$ cat src/rtl/twm_defines.vh
/*
 * Constants for the timer waveform and mode controller: register byte
 * offsets, field positions, reset values, mode codes and fixed TOP values.
 * Assumes it is included by bare name from the design file.
 */
`ifndef TWM_DEFINES_VH
`define TWM_DEFINES_VH

// Register byte offsets on the Wishbone bus.
`define TWM_OFS_CTLA 8'h00
`define TWM_OFS_CTLB 8'h04
`define TWM_OFS_CMPA 8'h08
`define TWM_OFS_CMPB 8'h0C
`define TWM_OFS_CAPT 8'h10
`define TWM_OFS_CNT 8'h14
`define TWM_OFS_STAT 8'h18
`define TWM_OFS_ICLR 8'h1C
`define TWM_OFS_IEN 8'h20
`define TWM_OFS_PINS 8'h24

// Field positions in waveform_control_a.
`define TWM_CA_MODE_A_HI 7
`define TWM_CA_MODE_A_LO 6
`define TWM_CA_MODE_B_HI 5
`define TWM_CA_MODE_B_LO 4
`define TWM_CA_FORCE_A 3
`define TWM_CA_FORCE_B 2
`define TWM_CA_WGM_HI 1
`define TWM_CA_WGM_LO 0

// Field positions in waveform_control_b.
`define TWM_CB_WGM_HI 4
`define TWM_CB_WGM_LO 3
`define TWM_CB_RUN 0

// Interrupt status bit positions.
`define TWM_IRQ_OVF 0
`define TWM_IRQ_MATCH_A 1
`define TWM_IRQ_MATCH_B 2

// Reset values.
`define TWM_RST_CTL 8'h00
`define TWM_RST_WORD 16'h0000
`define TWM_RST_IRQ 3'h0

// Waveform mode codes.
`define TWM_MODE_NORMAL 4'h0
`define TWM_MODE_CTC_CMP 4'h4
`define TWM_MODE_PFC_CMP 4'h9
`define TWM_MODE_CTC_CAP 4'hC
`define TWM_MODE_RSVD 4'hD
`define TWM_MODE_FAST_CAP 4'hE
`define TWM_MODE_FAST_CMP 4'hF

// Fixed TOP values.
`define TWM_TOP_MAX 16'hFFFF
`define TWM_TOP_8 16'h00FF
`define TWM_TOP_9 16'h01FF
`define TWM_TOP_10 16'h03FF

// Output-mode encodings.
`define TWM_COM_OFF 2'h0
`define TWM_COM_TOGGLE 2'h1
`define TWM_COM_CLEAR 2'h2
`define TWM_COM_SET 2'h3

`endif

$ cat src/rtl/twm_timer.v
/*
 * Sixteen-bit timer with waveform mode control, two compare channels,
 * force-compare strobes, pin override and a small interrupt unit.
 * Assumes a classic Wishbone master on the 10 MHz clk_i, and port logic
 * that supplies each pin's direction bit and ordinary port data.
 */
// Design decisions made here: the register offsets and the Wishbone interface to the registers.
// Function
// - A nonzero output-mode field lets the channel output take over the pin.
// - The channel output drives the pin only when its direction bit is output.
// - Non-PWM: 00 off, 01 toggle, 10 clear, 11 set on match.
// - Fast PWM: 10 clear on match, set at BOTTOM; 11 the inverse.
// - Fast PWM 01: channel A toggles only in mode 15, B disconnected.
// - Fast PWM: match at TOP ignored when upper bit set; BOTTOM action kept.
// - Dual slope: 10 clears up-counting, sets down-counting; 11 the reverse.
// - Dual slope 01: channel A toggles only in mode 9, B disconnected.
// - In non-PWM modes a force strobe applies an immediate match action.
// - A force strobe sets no flag and never resets the counter.
// - Force bits are write-only strobes and read as zero.
// - Four-bit mode joins two low bits here and two high bits elsewhere.
// - Modes 0, 4, 12: TOP max/A/capture, immediate update, flag at MAX.
// - Modes 1-3, 10, 11: phase correct, update at TOP, flag at BOTTOM.
// - Modes 5-7, 14, 15: fast PWM, update at BOTTOM, flag at TOP.
// - Modes 8, 9: TOP capture/A, update and flag at BOTTOM.
`timescale 1ns/1ps
`default_nettype none
`include "twm_defines.vh"

module twm_timer #(
  parameter PRESCALE = 1
) (
  // Clock and reset.
  input wire clk_i,
  input wire rst_i,
  // Wishbone slave.
  input wire cyc_i,
  input wire stb_i,
  input wire we_i,
  input wire [7:0] adr_i,
  input wire [3:0] sel_i,
  input wire [31:0] dat_i,
  output wire [31:0] dat_o,
  output wire ack_o,
  // Port logic for channel A pin.
  input wire port_dir_a_i,
  input wire port_data_a_i,
  input wire pin_a_i,
  output wire pin_a_o,
  output wire pin_a_oe_n_o,
  // Port logic for channel B pin.
  input wire port_dir_b_i,
  input wire port_data_b_i,
  input wire pin_b_i,
  output wire pin_b_o,
  output wire pin_b_oe_n_o,
  // Interrupt.
  output wire irq_o
);

  reg [7:0] ctla_reg;
  reg [7:0] ctlb_reg;
  reg [15:0] cmpa_buf_reg;
  reg [15:0] cmpb_buf_reg;
  reg [15:0] cmpa_reg;
  reg [15:0] cmpb_reg;
  reg [15:0] capt_reg;
  reg [15:0] cnt_reg;
  reg down_reg;
  reg wave_a_reg;
  reg wave_b_reg;
  reg [2:0] stat_reg;
  reg [2:0] ien_reg;
  reg [31:0] dat_reg;
  reg ack_reg;
  reg pin_a_reg;
  reg pin_a_oe_n_reg;
  reg pin_b_reg;
  reg pin_b_oe_n_reg;
  reg [15:0] div_reg;
  reg tick_reg;

  wire [3:0] mode;
  wire [15:0] top;
  wire is_fast;
  wire is_dual;
  wire is_nonpwm;
  wire upd_at_top;
  wire at_top;
  wire at_bottom;
  wire match_a;
  wire match_b;
  wire ovf_evt;
  wire wr_req;
  wire conn_a;
  wire conn_b;
  wire force_a;
  wire force_b;
  wire [1:0] com_a;
  wire [1:0] com_b;

  // Merge a 16-bit register with the low two byte lanes of a write.
  function [15:0] merge16;
    input [15:0] old;
    input [31:0] data;
    input [3:0] sel;
    begin
      merge16[7:0] = sel[0] ? data[7:0] : old[7:0];
      merge16[15:8] = sel[1] ? data[15:8] : old[15:8];
    end
  endfunction

  // TOP value selected by the waveform mode.
  function [15:0] top_of;
    input [3:0] m;
    input [15:0] cmp_a;
    input [15:0] capt;
    begin
      case (m)
        4'h1, 4'h5: top_of = `TWM_TOP_8;
        4'h2, 4'h6: top_of = `TWM_TOP_9;
        4'h3, 4'h7: top_of = `TWM_TOP_10;
        `TWM_MODE_CTC_CMP, 4'h9, 4'hB, `TWM_MODE_FAST_CMP: begin
          top_of = cmp_a;
        end
        4'h8, 4'hA, `TWM_MODE_CTC_CAP, `TWM_MODE_FAST_CAP: begin
          top_of = capt;
        end
        default: top_of = `TWM_TOP_MAX;
      endcase
    end
  endfunction

  // Whether channel A may toggle under encoding 01 in a PWM mode.
  function toggle_ok;
    input [3:0] m;
    input fast;
    begin
      toggle_ok = (fast && m == `TWM_MODE_FAST_CMP) ||
        (!fast && (m == `TWM_MODE_PFC_CMP || m == `TWM_MODE_FAST_CAP));
    end
  endfunction

  // Mode decode; the mode is split across the two control registers.
  assign mode = {ctlb_reg[`TWM_CB_WGM_HI:`TWM_CB_WGM_LO],
                 ctla_reg[`TWM_CA_WGM_HI:`TWM_CA_WGM_LO]};
  assign top = top_of(mode, cmpa_reg, capt_reg);
  assign is_fast = (mode >= 4'h5 && mode <= 4'h7) || mode >= 4'hE;
  assign is_dual = (mode >= 4'h1 && mode <= 4'h3) ||
                   (mode >= 4'h8 && mode <= 4'hB);
  assign is_nonpwm = !is_fast && !is_dual && mode != `TWM_MODE_RSVD;
  assign upd_at_top = (mode >= 4'h1 && mode <= 4'h3) || mode == 4'hA ||
                      mode == 4'hB;
  assign com_a = ctla_reg[`TWM_CA_MODE_A_HI:`TWM_CA_MODE_A_LO];
  assign com_b = ctla_reg[`TWM_CA_MODE_B_HI:`TWM_CA_MODE_B_LO];

  // Count events, qualified by the timer enable.
  assign at_top = tick_reg && cnt_reg == top;
  assign at_bottom = tick_reg && cnt_reg == 16'h0000;
  assign match_a = tick_reg && cnt_reg == cmpa_reg;
  assign match_b = tick_reg && cnt_reg == cmpb_reg;
  assign ovf_evt = is_fast ? at_top :
                   is_dual ? (at_bottom && down_reg) :
                   (tick_reg && cnt_reg == `TWM_TOP_MAX);

  // Bus decode; a request is taken once, in the cycle before ack.
  assign wr_req = cyc_i && stb_i && we_i && !ack_reg;
  assign force_a = wr_req && adr_i == `TWM_OFS_CTLA && sel_i[0] &&
                   dat_i[`TWM_CA_FORCE_A] && is_nonpwm;
  assign force_b = wr_req && adr_i == `TWM_OFS_CTLA && sel_i[0] &&
                   dat_i[`TWM_CA_FORCE_B] && is_nonpwm;

  // Pin ownership: encoding 01 in PWM modes leaves the pin to the port, except channel A in modes 9 and 15.
  assign conn_a = com_a != `TWM_COM_OFF && (is_nonpwm ||
                  com_a != `TWM_COM_TOGGLE || toggle_ok(mode, is_fast));
  assign conn_b = com_b != `TWM_COM_OFF && (is_nonpwm ||
                  com_b != `TWM_COM_TOGGLE);

  // Timer enable divider; the slower rate is a one-cycle pulse.
  always @(posedge clk_i) begin
    if (rst_i) begin
      div_reg <= 16'h0000;
      tick_reg <= 1'b0;
    end else if (!ctlb_reg[`TWM_CB_RUN]) begin
      div_reg <= 16'h0000;
      tick_reg <= 1'b0;
    end else if (div_reg == PRESCALE[15:0] - 16'h0001) begin
      div_reg <= 16'h0000;
      tick_reg <= 1'b1;
    end else begin
      div_reg <= div_reg + 16'h0001;
      tick_reg <= 1'b0;
    end
  end

  // Control, compare and capture registers; a software write to the
  // counter wins over counting in the same cycle.
  always @(posedge clk_i) begin
    if (rst_i) begin
      ctla_reg <= `TWM_RST_CTL;
      ctlb_reg <= `TWM_RST_CTL;
      cmpa_buf_reg <= `TWM_RST_WORD;
      cmpb_buf_reg <= `TWM_RST_WORD;
      capt_reg <= `TWM_RST_WORD;
      ien_reg <= `TWM_RST_IRQ;
    end else if (wr_req) begin
      case (adr_i)
        `TWM_OFS_CTLA: begin
          if (sel_i[0]) begin
            ctla_reg <= dat_i[7:0] & 8'hF3;
          end
        end
        `TWM_OFS_CTLB: begin
          if (sel_i[0]) begin
            ctlb_reg <= dat_i[7:0] & 8'h19;
          end
        end
        `TWM_OFS_CMPA: cmpa_buf_reg <= merge16(cmpa_buf_reg, dat_i, sel_i);
        `TWM_OFS_CMPB: cmpb_buf_reg <= merge16(cmpb_buf_reg, dat_i, sel_i);
        `TWM_OFS_CAPT: capt_reg <= merge16(capt_reg, dat_i, sel_i);
        `TWM_OFS_IEN: begin
          if (sel_i[0]) begin
            ien_reg <= dat_i[2:0];
          end
        end
        default: ctla_reg <= ctla_reg;
      endcase
    end
  end

  // Active compare values: immediate in non-PWM modes, otherwise loaded
  // from the buffer at TOP or BOTTOM so a period is never torn.
  always @(posedge clk_i) begin
    if (rst_i) begin
      cmpa_reg <= `TWM_RST_WORD;
      cmpb_reg <= `TWM_RST_WORD;
    end else if (!is_fast && !is_dual) begin
      cmpa_reg <= cmpa_buf_reg;
      cmpb_reg <= cmpb_buf_reg;
    end else if (upd_at_top ? at_top : at_bottom) begin
      cmpa_reg <= cmpa_buf_reg;
      cmpb_reg <= cmpb_buf_reg;
    end
  end

  // Counter: single slope wraps at TOP, dual slope turns at both ends.
  always @(posedge clk_i) begin
    if (rst_i) begin
      cnt_reg <= `TWM_RST_WORD;
      down_reg <= 1'b0;
    end else if (wr_req && adr_i == `TWM_OFS_CNT) begin
      cnt_reg <= merge16(cnt_reg, dat_i, sel_i);
    end else if (tick_reg) begin
      if (is_dual) begin
        if (!down_reg && cnt_reg >= top) begin
          down_reg <= 1'b1;
          cnt_reg <= cnt_reg - 16'h0001;
        end else if (down_reg && cnt_reg == 16'h0000) begin
          down_reg <= 1'b0;
          cnt_reg <= 16'h0001;
        end else if (down_reg) begin
          cnt_reg <= cnt_reg - 16'h0001;
        end else begin
          cnt_reg <= cnt_reg + 16'h0001;
        end
      end else begin
        down_reg <= 1'b0;
        // Only real TOP matches clear the count, never a force.
        cnt_reg <= at_top ? 16'h0000 : cnt_reg + 16'h0001;
      end
    end
  end

  // Waveform units, one per channel.
  always @(posedge clk_i) begin
    if (rst_i) begin
      wave_a_reg <= 1'b0;
      wave_b_reg <= 1'b0;
    end else if (is_nonpwm) begin
      if (match_a || force_a) begin
        case (com_a)
          `TWM_COM_TOGGLE: wave_a_reg <= !wave_a_reg;
          `TWM_COM_CLEAR: wave_a_reg <= 1'b0;
          `TWM_COM_SET: wave_a_reg <= 1'b1;
          default: wave_a_reg <= wave_a_reg;
        endcase
      end
      if (match_b || force_b) begin
        case (com_b)
          `TWM_COM_TOGGLE: wave_b_reg <= !wave_b_reg;
          `TWM_COM_CLEAR: wave_b_reg <= 1'b0;
          `TWM_COM_SET: wave_b_reg <= 1'b1;
          default: wave_b_reg <= wave_b_reg;
        endcase
      end
    end else if (is_fast) begin
      // BOTTOM action applies as the count wraps; a match at TOP with the
      // upper bit set is dropped so the output does not glitch.
      if (at_top && com_a[1]) begin
        wave_a_reg <= !com_a[0];
      end else if (match_a && com_a[1]) begin
        wave_a_reg <= com_a[0];
      end else if (match_a && com_a == `TWM_COM_TOGGLE &&
                   toggle_ok(mode, 1'b1)) begin
        wave_a_reg <= !wave_a_reg;
      end
      if (at_top && com_b[1]) begin
        wave_b_reg <= !com_b[0];
      end else if (match_b && com_b[1]) begin
        wave_b_reg <= com_b[0];
      end
    end else if (is_dual) begin
      if (match_a && com_a[1]) begin
        wave_a_reg <= com_a[0] ^ down_reg;
      end else if (match_a && com_a == `TWM_COM_TOGGLE &&
                   toggle_ok(mode, 1'b0)) begin
        wave_a_reg <= !wave_a_reg;
      end
      if (match_b && com_b[1]) begin
        wave_b_reg <= com_b[0] ^ down_reg;
      end
    end
  end

  // Interrupt status: hardware set wins over a same-cycle clear.
  always @(posedge clk_i) begin
    if (rst_i) begin
      stat_reg <= `TWM_RST_IRQ;
    end else begin
      stat_reg <= (stat_reg & ~((wr_req && adr_i == `TWM_OFS_ICLR &&
                  sel_i[0]) ? dat_i[2:0] : 3'h0)) |
                  {match_b, match_a, ovf_evt};
    end
  end

  // Pin drivers: the override needs both a connected channel and an
  // output direction bit, otherwise the port keeps the pin.
  always @(posedge clk_i) begin
    if (rst_i) begin
      pin_a_reg <= 1'b0;
      pin_a_oe_n_reg <= 1'b1;
      pin_b_reg <= 1'b0;
      pin_b_oe_n_reg <= 1'b1;
    end else begin
      pin_a_reg <= conn_a ? wave_a_reg : port_data_a_i;
      pin_a_oe_n_reg <= !port_dir_a_i;
      pin_b_reg <= conn_b ? wave_b_reg : port_data_b_i;
      pin_b_oe_n_reg <= !port_dir_b_i;
    end
  end

  // Bus answer one cycle after the request; unmapped reads return zero.
  always @(posedge clk_i) begin
    if (rst_i) begin
      ack_reg <= 1'b0;
      dat_reg <= 32'h00000000;
    end else begin
      ack_reg <= cyc_i && stb_i && !ack_reg;
      case (adr_i)
        `TWM_OFS_CTLA: dat_reg <= {24'h000000, ctla_reg};
        `TWM_OFS_CTLB: dat_reg <= {24'h000000, ctlb_reg};
        `TWM_OFS_CMPA: dat_reg <= {16'h0000, cmpa_buf_reg};
        `TWM_OFS_CMPB: dat_reg <= {16'h0000, cmpb_buf_reg};
        `TWM_OFS_CAPT: dat_reg <= {16'h0000, capt_reg};
        `TWM_OFS_CNT: dat_reg <= {15'h0000, down_reg, cnt_reg};
        `TWM_OFS_STAT: dat_reg <= {29'h00000000, stat_reg};
        `TWM_OFS_IEN: dat_reg <= {29'h00000000, ien_reg};
        `TWM_OFS_PINS: begin
          dat_reg <= {24'h000000, conn_b, conn_a, pin_b_i, pin_a_i,
                      port_dir_b_i, port_dir_a_i, wave_b_reg, wave_a_reg};
        end
        default: dat_reg <= 32'h00000000;
      endcase
    end
  end

  assign dat_o = dat_reg;
  assign ack_o = ack_reg;
  assign pin_a_o = pin_a_reg;
  assign pin_a_oe_n_o = pin_a_oe_n_reg;
  assign pin_b_o = pin_b_reg;
  assign pin_b_oe_n_o = pin_b_oe_n_reg;
  assign irq_o = |(stat_reg & ien_reg);

endmodule
`default_nettype wire

$ cat config.mk
export PLATFORM = sky130hd
export DESIGN_NAME = twm_timer
export DESIGN_NICKNAME = d
export VERILOG_FILES = /design/src/rtl/twm_timer.v
export VERILOG_INCLUDE_DIRS = /design/src /design/src/rtl
export SDC_FILE = /design/constraint.sdc
export NUM_CORES = 1
export LEC_CHECK = 0
export ABC_AREA = 1
export BUFFER_PORTS_ARGS = -buffer_cell sky130_fd_sc_hd__buf_2
export CAP_MARGIN = 40
export CORE_ASPECT_RATIO = 0.7
export CORE_MARGIN = 4
export CORE_UTILIZATION = 40
export DETAILED_ROUTE_END_ITERATION = 10
export HOLD_SLACK_MARGIN = 0.05
export SYNTH_ARGS = -nofsm -noshare
export SYNTH_HDL_FRONTEND = slang
export SYNTH_SLANG_ARGS = --single-unit
$ cat constraint.sdc
create_clock -name clk_i -period 3.8 [get_ports clk_i]
set_input_delay 0.76 -clock clk_i [delete_from_list [all_inputs] [get_ports clk_i]]
set_output_delay 0.76 -clock clk_i [all_outputs]
set_load 0.03 [all_outputs]
Yosys cells after proc, flatten, opt, wreduce, memory -nomap -nowiden. Cells that the tools add are included. W data, S select, Z words.

Flip-flop bits (word level): 168. Bits of input ports: 55.

$add $sub $neg: 3. Order comparisons: 8. Equal/unequal tests: 44. Multiplexer cells: 43. Bitwise logic cells: 8. Reductions and logical operators: 91.

Operators with widths (number): $mux W16 (11); $pmux W17 S9 (1); $pmux W16 S5 (1); $eq A16 B16 Y1 (3); $logic_and A1 B1 Y1 (37); $add A16 B1 Y16 const B (2); $eq A8 B5 Y1 const B (4); $logic_not A16 Y1 (2); $reduce_and A3 Y1 (10); $eq A4 B4 Y1 const B (7); $mux W1 (25); $eq A16 B16 Y1 const B (1); $eq A4 B3 Y1 const B (4); $eq A8 B4 Y1 const B (2); $eq A8 B6 Y1 const B (2); $ge A16 B16 Y1 (1); $mux W8 (2); $sub A16 B1 Y16 const B (1); $logic_or A1 B1 Y1 (11); $logic_not A1 Y1 (10); $reduce_and A5 Y1 (2); $reduce_bool A3 Y1 (3); $eq A2 B2 Y1 const B (4); $eq A4 B2 Y1 const B (2); other kinds (29) (49).

Depth between registers and ports, before layout.
Word-level depth: 10. Mapped depth: 25. Gate-level depth less buffers: 23.

Worst setup path before layout. OpenSTA, ideal clock, no wires.

Kind: register to register. From: reg ctla_reg[1]. To: reg cnt_reg[0]. Setup time: 0.116 ns. Arrival: 2.925 ns. Required time: 3.684 ns. Slack: 0.758 ns. Stages on the path, launching flop included: 21. Path buffers: 1. Period minus slack after synthesis: 3.042 ns. Cells stage by stage: dfxtp_1 -> clkbuf_2 -> nor2_1 -> inv_1 -> nor2_1 -> a31oi_1 -> nand2_1 -> nor3_1 -> a221oi_1 -> ha_1 -> nand2_1 -> nor2_1 -> nand2_1 -> nor3_2 -> nand2_1 -> nand2_1 -> inv_1 -> nand2_1 -> o2111ai_1 -> o211ai_1 -> inv_1.

Longest elaborated chain between the ends: 9. Elaborated cells on any way between the ends: 36. Those cells by class: order compare: 5; eq/ne: 15; mux: 6; reduce/logical: 10.

RTL lines: from (decl) (RTL line twm_timer.v:60) `reg [7:0] ctla_reg;`; from (signal assigned) (RTL line twm_timer.v:199) `` ctla_reg <= `TWM_RST_CTL; ``; from (signal assigned) (RTL line twm_timer.v:209) `ctla_reg <= dat_i[7:0] & 8'hF3;`; from (signal assigned) (RTL line twm_timer.v:225) `default: ctla_reg <= ctla_reg;`; $eq A4 B4 Y1, or another cell as far along (RTL line twm_timer.v:118) `case (m)`; $reduce_or A4 Y1 / $reduce_or A2 Y1 (equally long branches) (RTL line twm_timer.v:118); $pmux W16 S5 (RTL line twm_timer.v:118); $ge A16 B16 Y1 / $eq A16 B16 Y1 (equally long branches) (RTL line twm_timer.v:254, twm_timer.v:157); $logic_and A1 B1 Y1 (on tied branches) (RTL line twm_timer.v:254, twm_timer.v:157); $mux W16 (on tied branches) (RTL line twm_timer.v:254, twm_timer.v:268); $mux W16 (*) (RTL line twm_timer.v:253) `if (is_dual) begin`; $mux W16 (*) (RTL line twm_timer.v:252) `end else if (tick_reg) begin`; $mux W16 (*) (RTL line twm_timer.v:250) `` end else if (wr_req && adr_i == `TWM_OFS_CNT) begin ``; to (signal assigned) (RTL line twm_timer.v:248) `` cnt_reg <= `TWM_RST_WORD; ``; to (signal assigned) (RTL line twm_timer.v:251) `cnt_reg <= merge16(cnt_reg, dat_i, sel_i);`; to (signal assigned) (RTL line twm_timer.v:256) `cnt_reg <= cnt_reg - 16'h0001;`; to (decl) (RTL line twm_timer.v:67) `reg [15:0] cnt_reg;`.

Every way passes the cells marked *; elsewhere a longest branch is shown, timed or not. The select of a mux whose other input is x is not followed. A chain may end at the register's enable or synchronous reset.

Final worst setup path.
From: reg ctlb_reg[4]. To: reg cnt_reg[0].

Longest elaborated chain between the ends: 9. Elaborated cells on any way between the ends: 36. Those cells by class: order compare: 5; eq/ne: 15; mux: 6; reduce/logical: 10.

RTL lines: from (decl) (RTL line twm_timer.v:61) `reg [7:0] ctlb_reg;`; from (signal assigned) (RTL line twm_timer.v:200) `` ctlb_reg <= `TWM_RST_CTL; ``; from (signal assigned) (RTL line twm_timer.v:214) `ctlb_reg <= dat_i[7:0] & 8'h19;`; $eq A4 B4 Y1, or another cell as far along (RTL line twm_timer.v:118); $reduce_or A4 Y1 / $reduce_or A2 Y1 (equally long branches) (RTL line twm_timer.v:118); $pmux W16 S5 (RTL line twm_timer.v:118); $ge A16 B16 Y1 / $eq A16 B16 Y1 (equally long branches) (RTL line twm_timer.v:254, twm_timer.v:157); $logic_and A1 B1 Y1 (on tied branches) (RTL line twm_timer.v:254, twm_timer.v:157); $mux W16 (on tied branches) (RTL line twm_timer.v:254, twm_timer.v:268); $mux W16 (*) (RTL line twm_timer.v:253); $mux W16 (*) (RTL line twm_timer.v:252); $mux W16 (*) (RTL line twm_timer.v:250).

Marked as above.

==> metrics <==
1st-iter DRT viols=between 1000 and 1500; HPWL Detailed=approximately 24000 um; Data arrival, critical path=~3700 ps; Synth top area share=34.4%; Sw Share=approximately a quarter; nets=between 1000 and 1500; crit start category=register; row count=45; overall routing resource usage=25.2%; slew margin rel.=about 44%; TNS Setup=0 ps; Hold Slack=448 ps; min Tclk post-route=3390 ps; synth cell count leaders=nand2_1 (257), inv_1 (176), dfxtp_1 (153); post-CTS setup buffers=0; Port Buffer Count=just under 60; Die Span X=approximately 190 um; CTS HTree Levels=4; antenna-violating nets left=0; Internal Power=~2.5 mW; clock power share=48.2%; Adder-Cell Fraction of Synth Area=roughly 3.2%; Post-Syn Instances=about 1300; Sw Pwr=~840 uW; P per Cell Area=~330 mW/mm^2; RePlAce Congestion=between 0.9 and 1; Initial Util=between 40% and 50%; fin. max-slew vios=0; slowest CP cell=dfxtp_1; Post-Place Worst Slack=389 ps; Buf/Inv on CP=5; Layout area overhead=12.9%; Peak VDD IR=308 uV; worst-skew pair later-pin latency=roughly 450 ps; most common flop cell mapped by yosys=dfxtp_1; Avg Synthesized Cell Area=~6.7 um^2; routed via count=9208; CTS tree=done; max reg flops=17; CTS resizes=0; #FFs+latches synth=~150; Antenna Cells=0; Worst EP required=between 4000 and 5000 ps; CTS Buffer Depth=2; CP cell instances=inv_1 > nand2_1 > nor2_1 > a31oi_1 > nand2_1 > nor3_1 > buf_4 > a221oi_1 > ha_1 > nand2_1 > nor2_1 > nand2_1 > nor3_2 > buf_4 > nand2_1 > nand2_1 > inv_1 > nand2_1 > o2111ai_1 > o211ai_1 > inv_1; number of global-route vias before repair=between 8000 and 9000; WS Path Type=register to register; share of cells above drive strength 1=around 11%; Synth Area in Compound Gates=a little under a quarter; leakage power=4.44 nW; final setup vio count=0; Num Clock Sinks=~150; setup slack after layout=about 410 ps; core region area=0.0218 mm^2; CTS root buffer=clkbuf_16; GR Overflow Total=0; number of I/O pins=slightly above 90; die footprint=0.0248 mm^2; routed vias/inst=~5.5; Worst Hold Class=register to register; Sequential Power Share=a little under half; largest family of logic cells by synthesized area=simple AND/OR/NAND/NOR gates; final hold vios=0; critical path endpoint category=register; DIE HEIGHT=roughly 130 um; Clk pin slew, worst setup/hold paths=about 70 ps; share of flip-flops with an asynchronous set or reset=0%; worst-path fanout max=8; FMAX=between 200 and 300 MHz; worst slew pin tran=834 ps; RSZ-0062 raised after global routing=no; Max-cap violations=0; Final Cycle Share=89.3%; simple logic cell fraction of the synthesized area=between 20% and 30%; Seq/Total Area, Yosys=approximately a third; # hold bufs at CTS=0; Post-route DRC=0; pin count of the biggest net entering global routing=110; Synth area leaders=dfxtp_1 (34%), nand2_1 (11%), a21oi_1 (8.0%), inv_1 (7.4%), o21ai_0 (6.2%); Yosys warning count=0; first-pass GRT wire length=48700 um; post-synthesis xor/xnor area fraction=under 10%; mean routed wirelength per cell=approximately 19 um; Largest delay share family, worst path=simple AND/OR/NAND/NOR gates; EDFF count, synth=0; Synth cell types=50; wirelength, routed=31400 um; initial antenna violation count=1; outcome=finished clean; drt pass-1 iters=6; post-synthesis instance area=roughly 0.0089 mm^2; skew final=just over 10 ps; most frequent cell after synthesis=nand2_1; Yosys top cell by area=dfxtp_1; # fillers=approximately 2200; max incr delay on CP=~440 ps; Num CTS Buffers=17; mux share of post-synthesis cell area=0%; combinational power share=4.0%; CP dominant cell by count=nand2_1
-- through the flow --
step | utilization [%] | area [um^2] | cells | power (mW)
5_1_grt | 46.2 | 10100 | 1681 | 3.47
2_1_floorplan | - | 8960 | 1347 | 1.73
3_3_place_gp | 43.5 | 9470 | 1648 | 1.77
6_report | 46.2 | 10100 | 1681 | 3.36
4_1_cts | 46.0 | 10000 | 1680 | 3.38
3_5_place_dp | 43.5 | 9470 | 1648 | 1.77
-- placed cells by master (no fill, tap or decap), types with 6 or more instances in the layout --
master and n:
nor3_1 14, xor2_1 24, nor2_2 8, o21ai_0 109, dfxtp_1 152, a21oi_1 142
o21ai_1 30, nand3_1 67, inv_1 175, ha_1 23, buf_4 24, a221oi_1 17
nand2_1 255, a211oi_1 14, clkbuf_16 17, buf_2 59, inv_2 6, nand4_1 15
conb_1 15, o22ai_1 25, xnor2_1 6, nor2_1 130
-- power groups by stage --
stage	logic, mW	registers [mW]	clock network [mW]
finish	0.134	1.61	1.62
global route	0.144	1.61	1.72
CTS	0.131	1.61	1.65
detailed placement	0.131	1.64	0
global placement	0.130	1.64	0
floorplan	0.0808	1.65	0
-- metal layers --
layer  wire length, um  share of wire (%)  GRT usage (%)  vias to the layer above
met2             11400                 36           31.7                      447
met5                 0                  0              0                        -
met1             15800                 50           40.1                     4207
li1                  -                  -              -                     4516
met3              3800                 12           8.44                       38
met4               487                1.5           5.87                        0
-- logic make-up after synthesis --
kind of cell,Yosys count
simple gates,518
compound gates,360
buf+inv,248
flops,153
xor+xnor,30
fa+ha+maj,23
other cells,1
-- worst paths after layout --
check / start / slack [ps] / end / cells after the start
worst min-delay path: div_reg[0] / 450 / div_reg[0] / 1
worst min register to register: div_reg[0] / 450 / div_reg[0] / 1
worst max register to register: ctlb_reg[4] / 410 / cnt_reg[0] / 21
worst max-delay path: ctlb_reg[4] / 410 / cnt_reg[0] / 21
-- layout make-up --
type,count,area (um^2),area share (%)
inverters,181,679,6.75
clock buffers,21,460,4.58
repair buffers,87,548,5.45
well taps,282,353,3.51
flip-flops and latches,153,3060,30.5
clock inverters,11,91.3,0.908
multi-input cells,946,4860,48.3
Power figures use the tool's default switching activity.
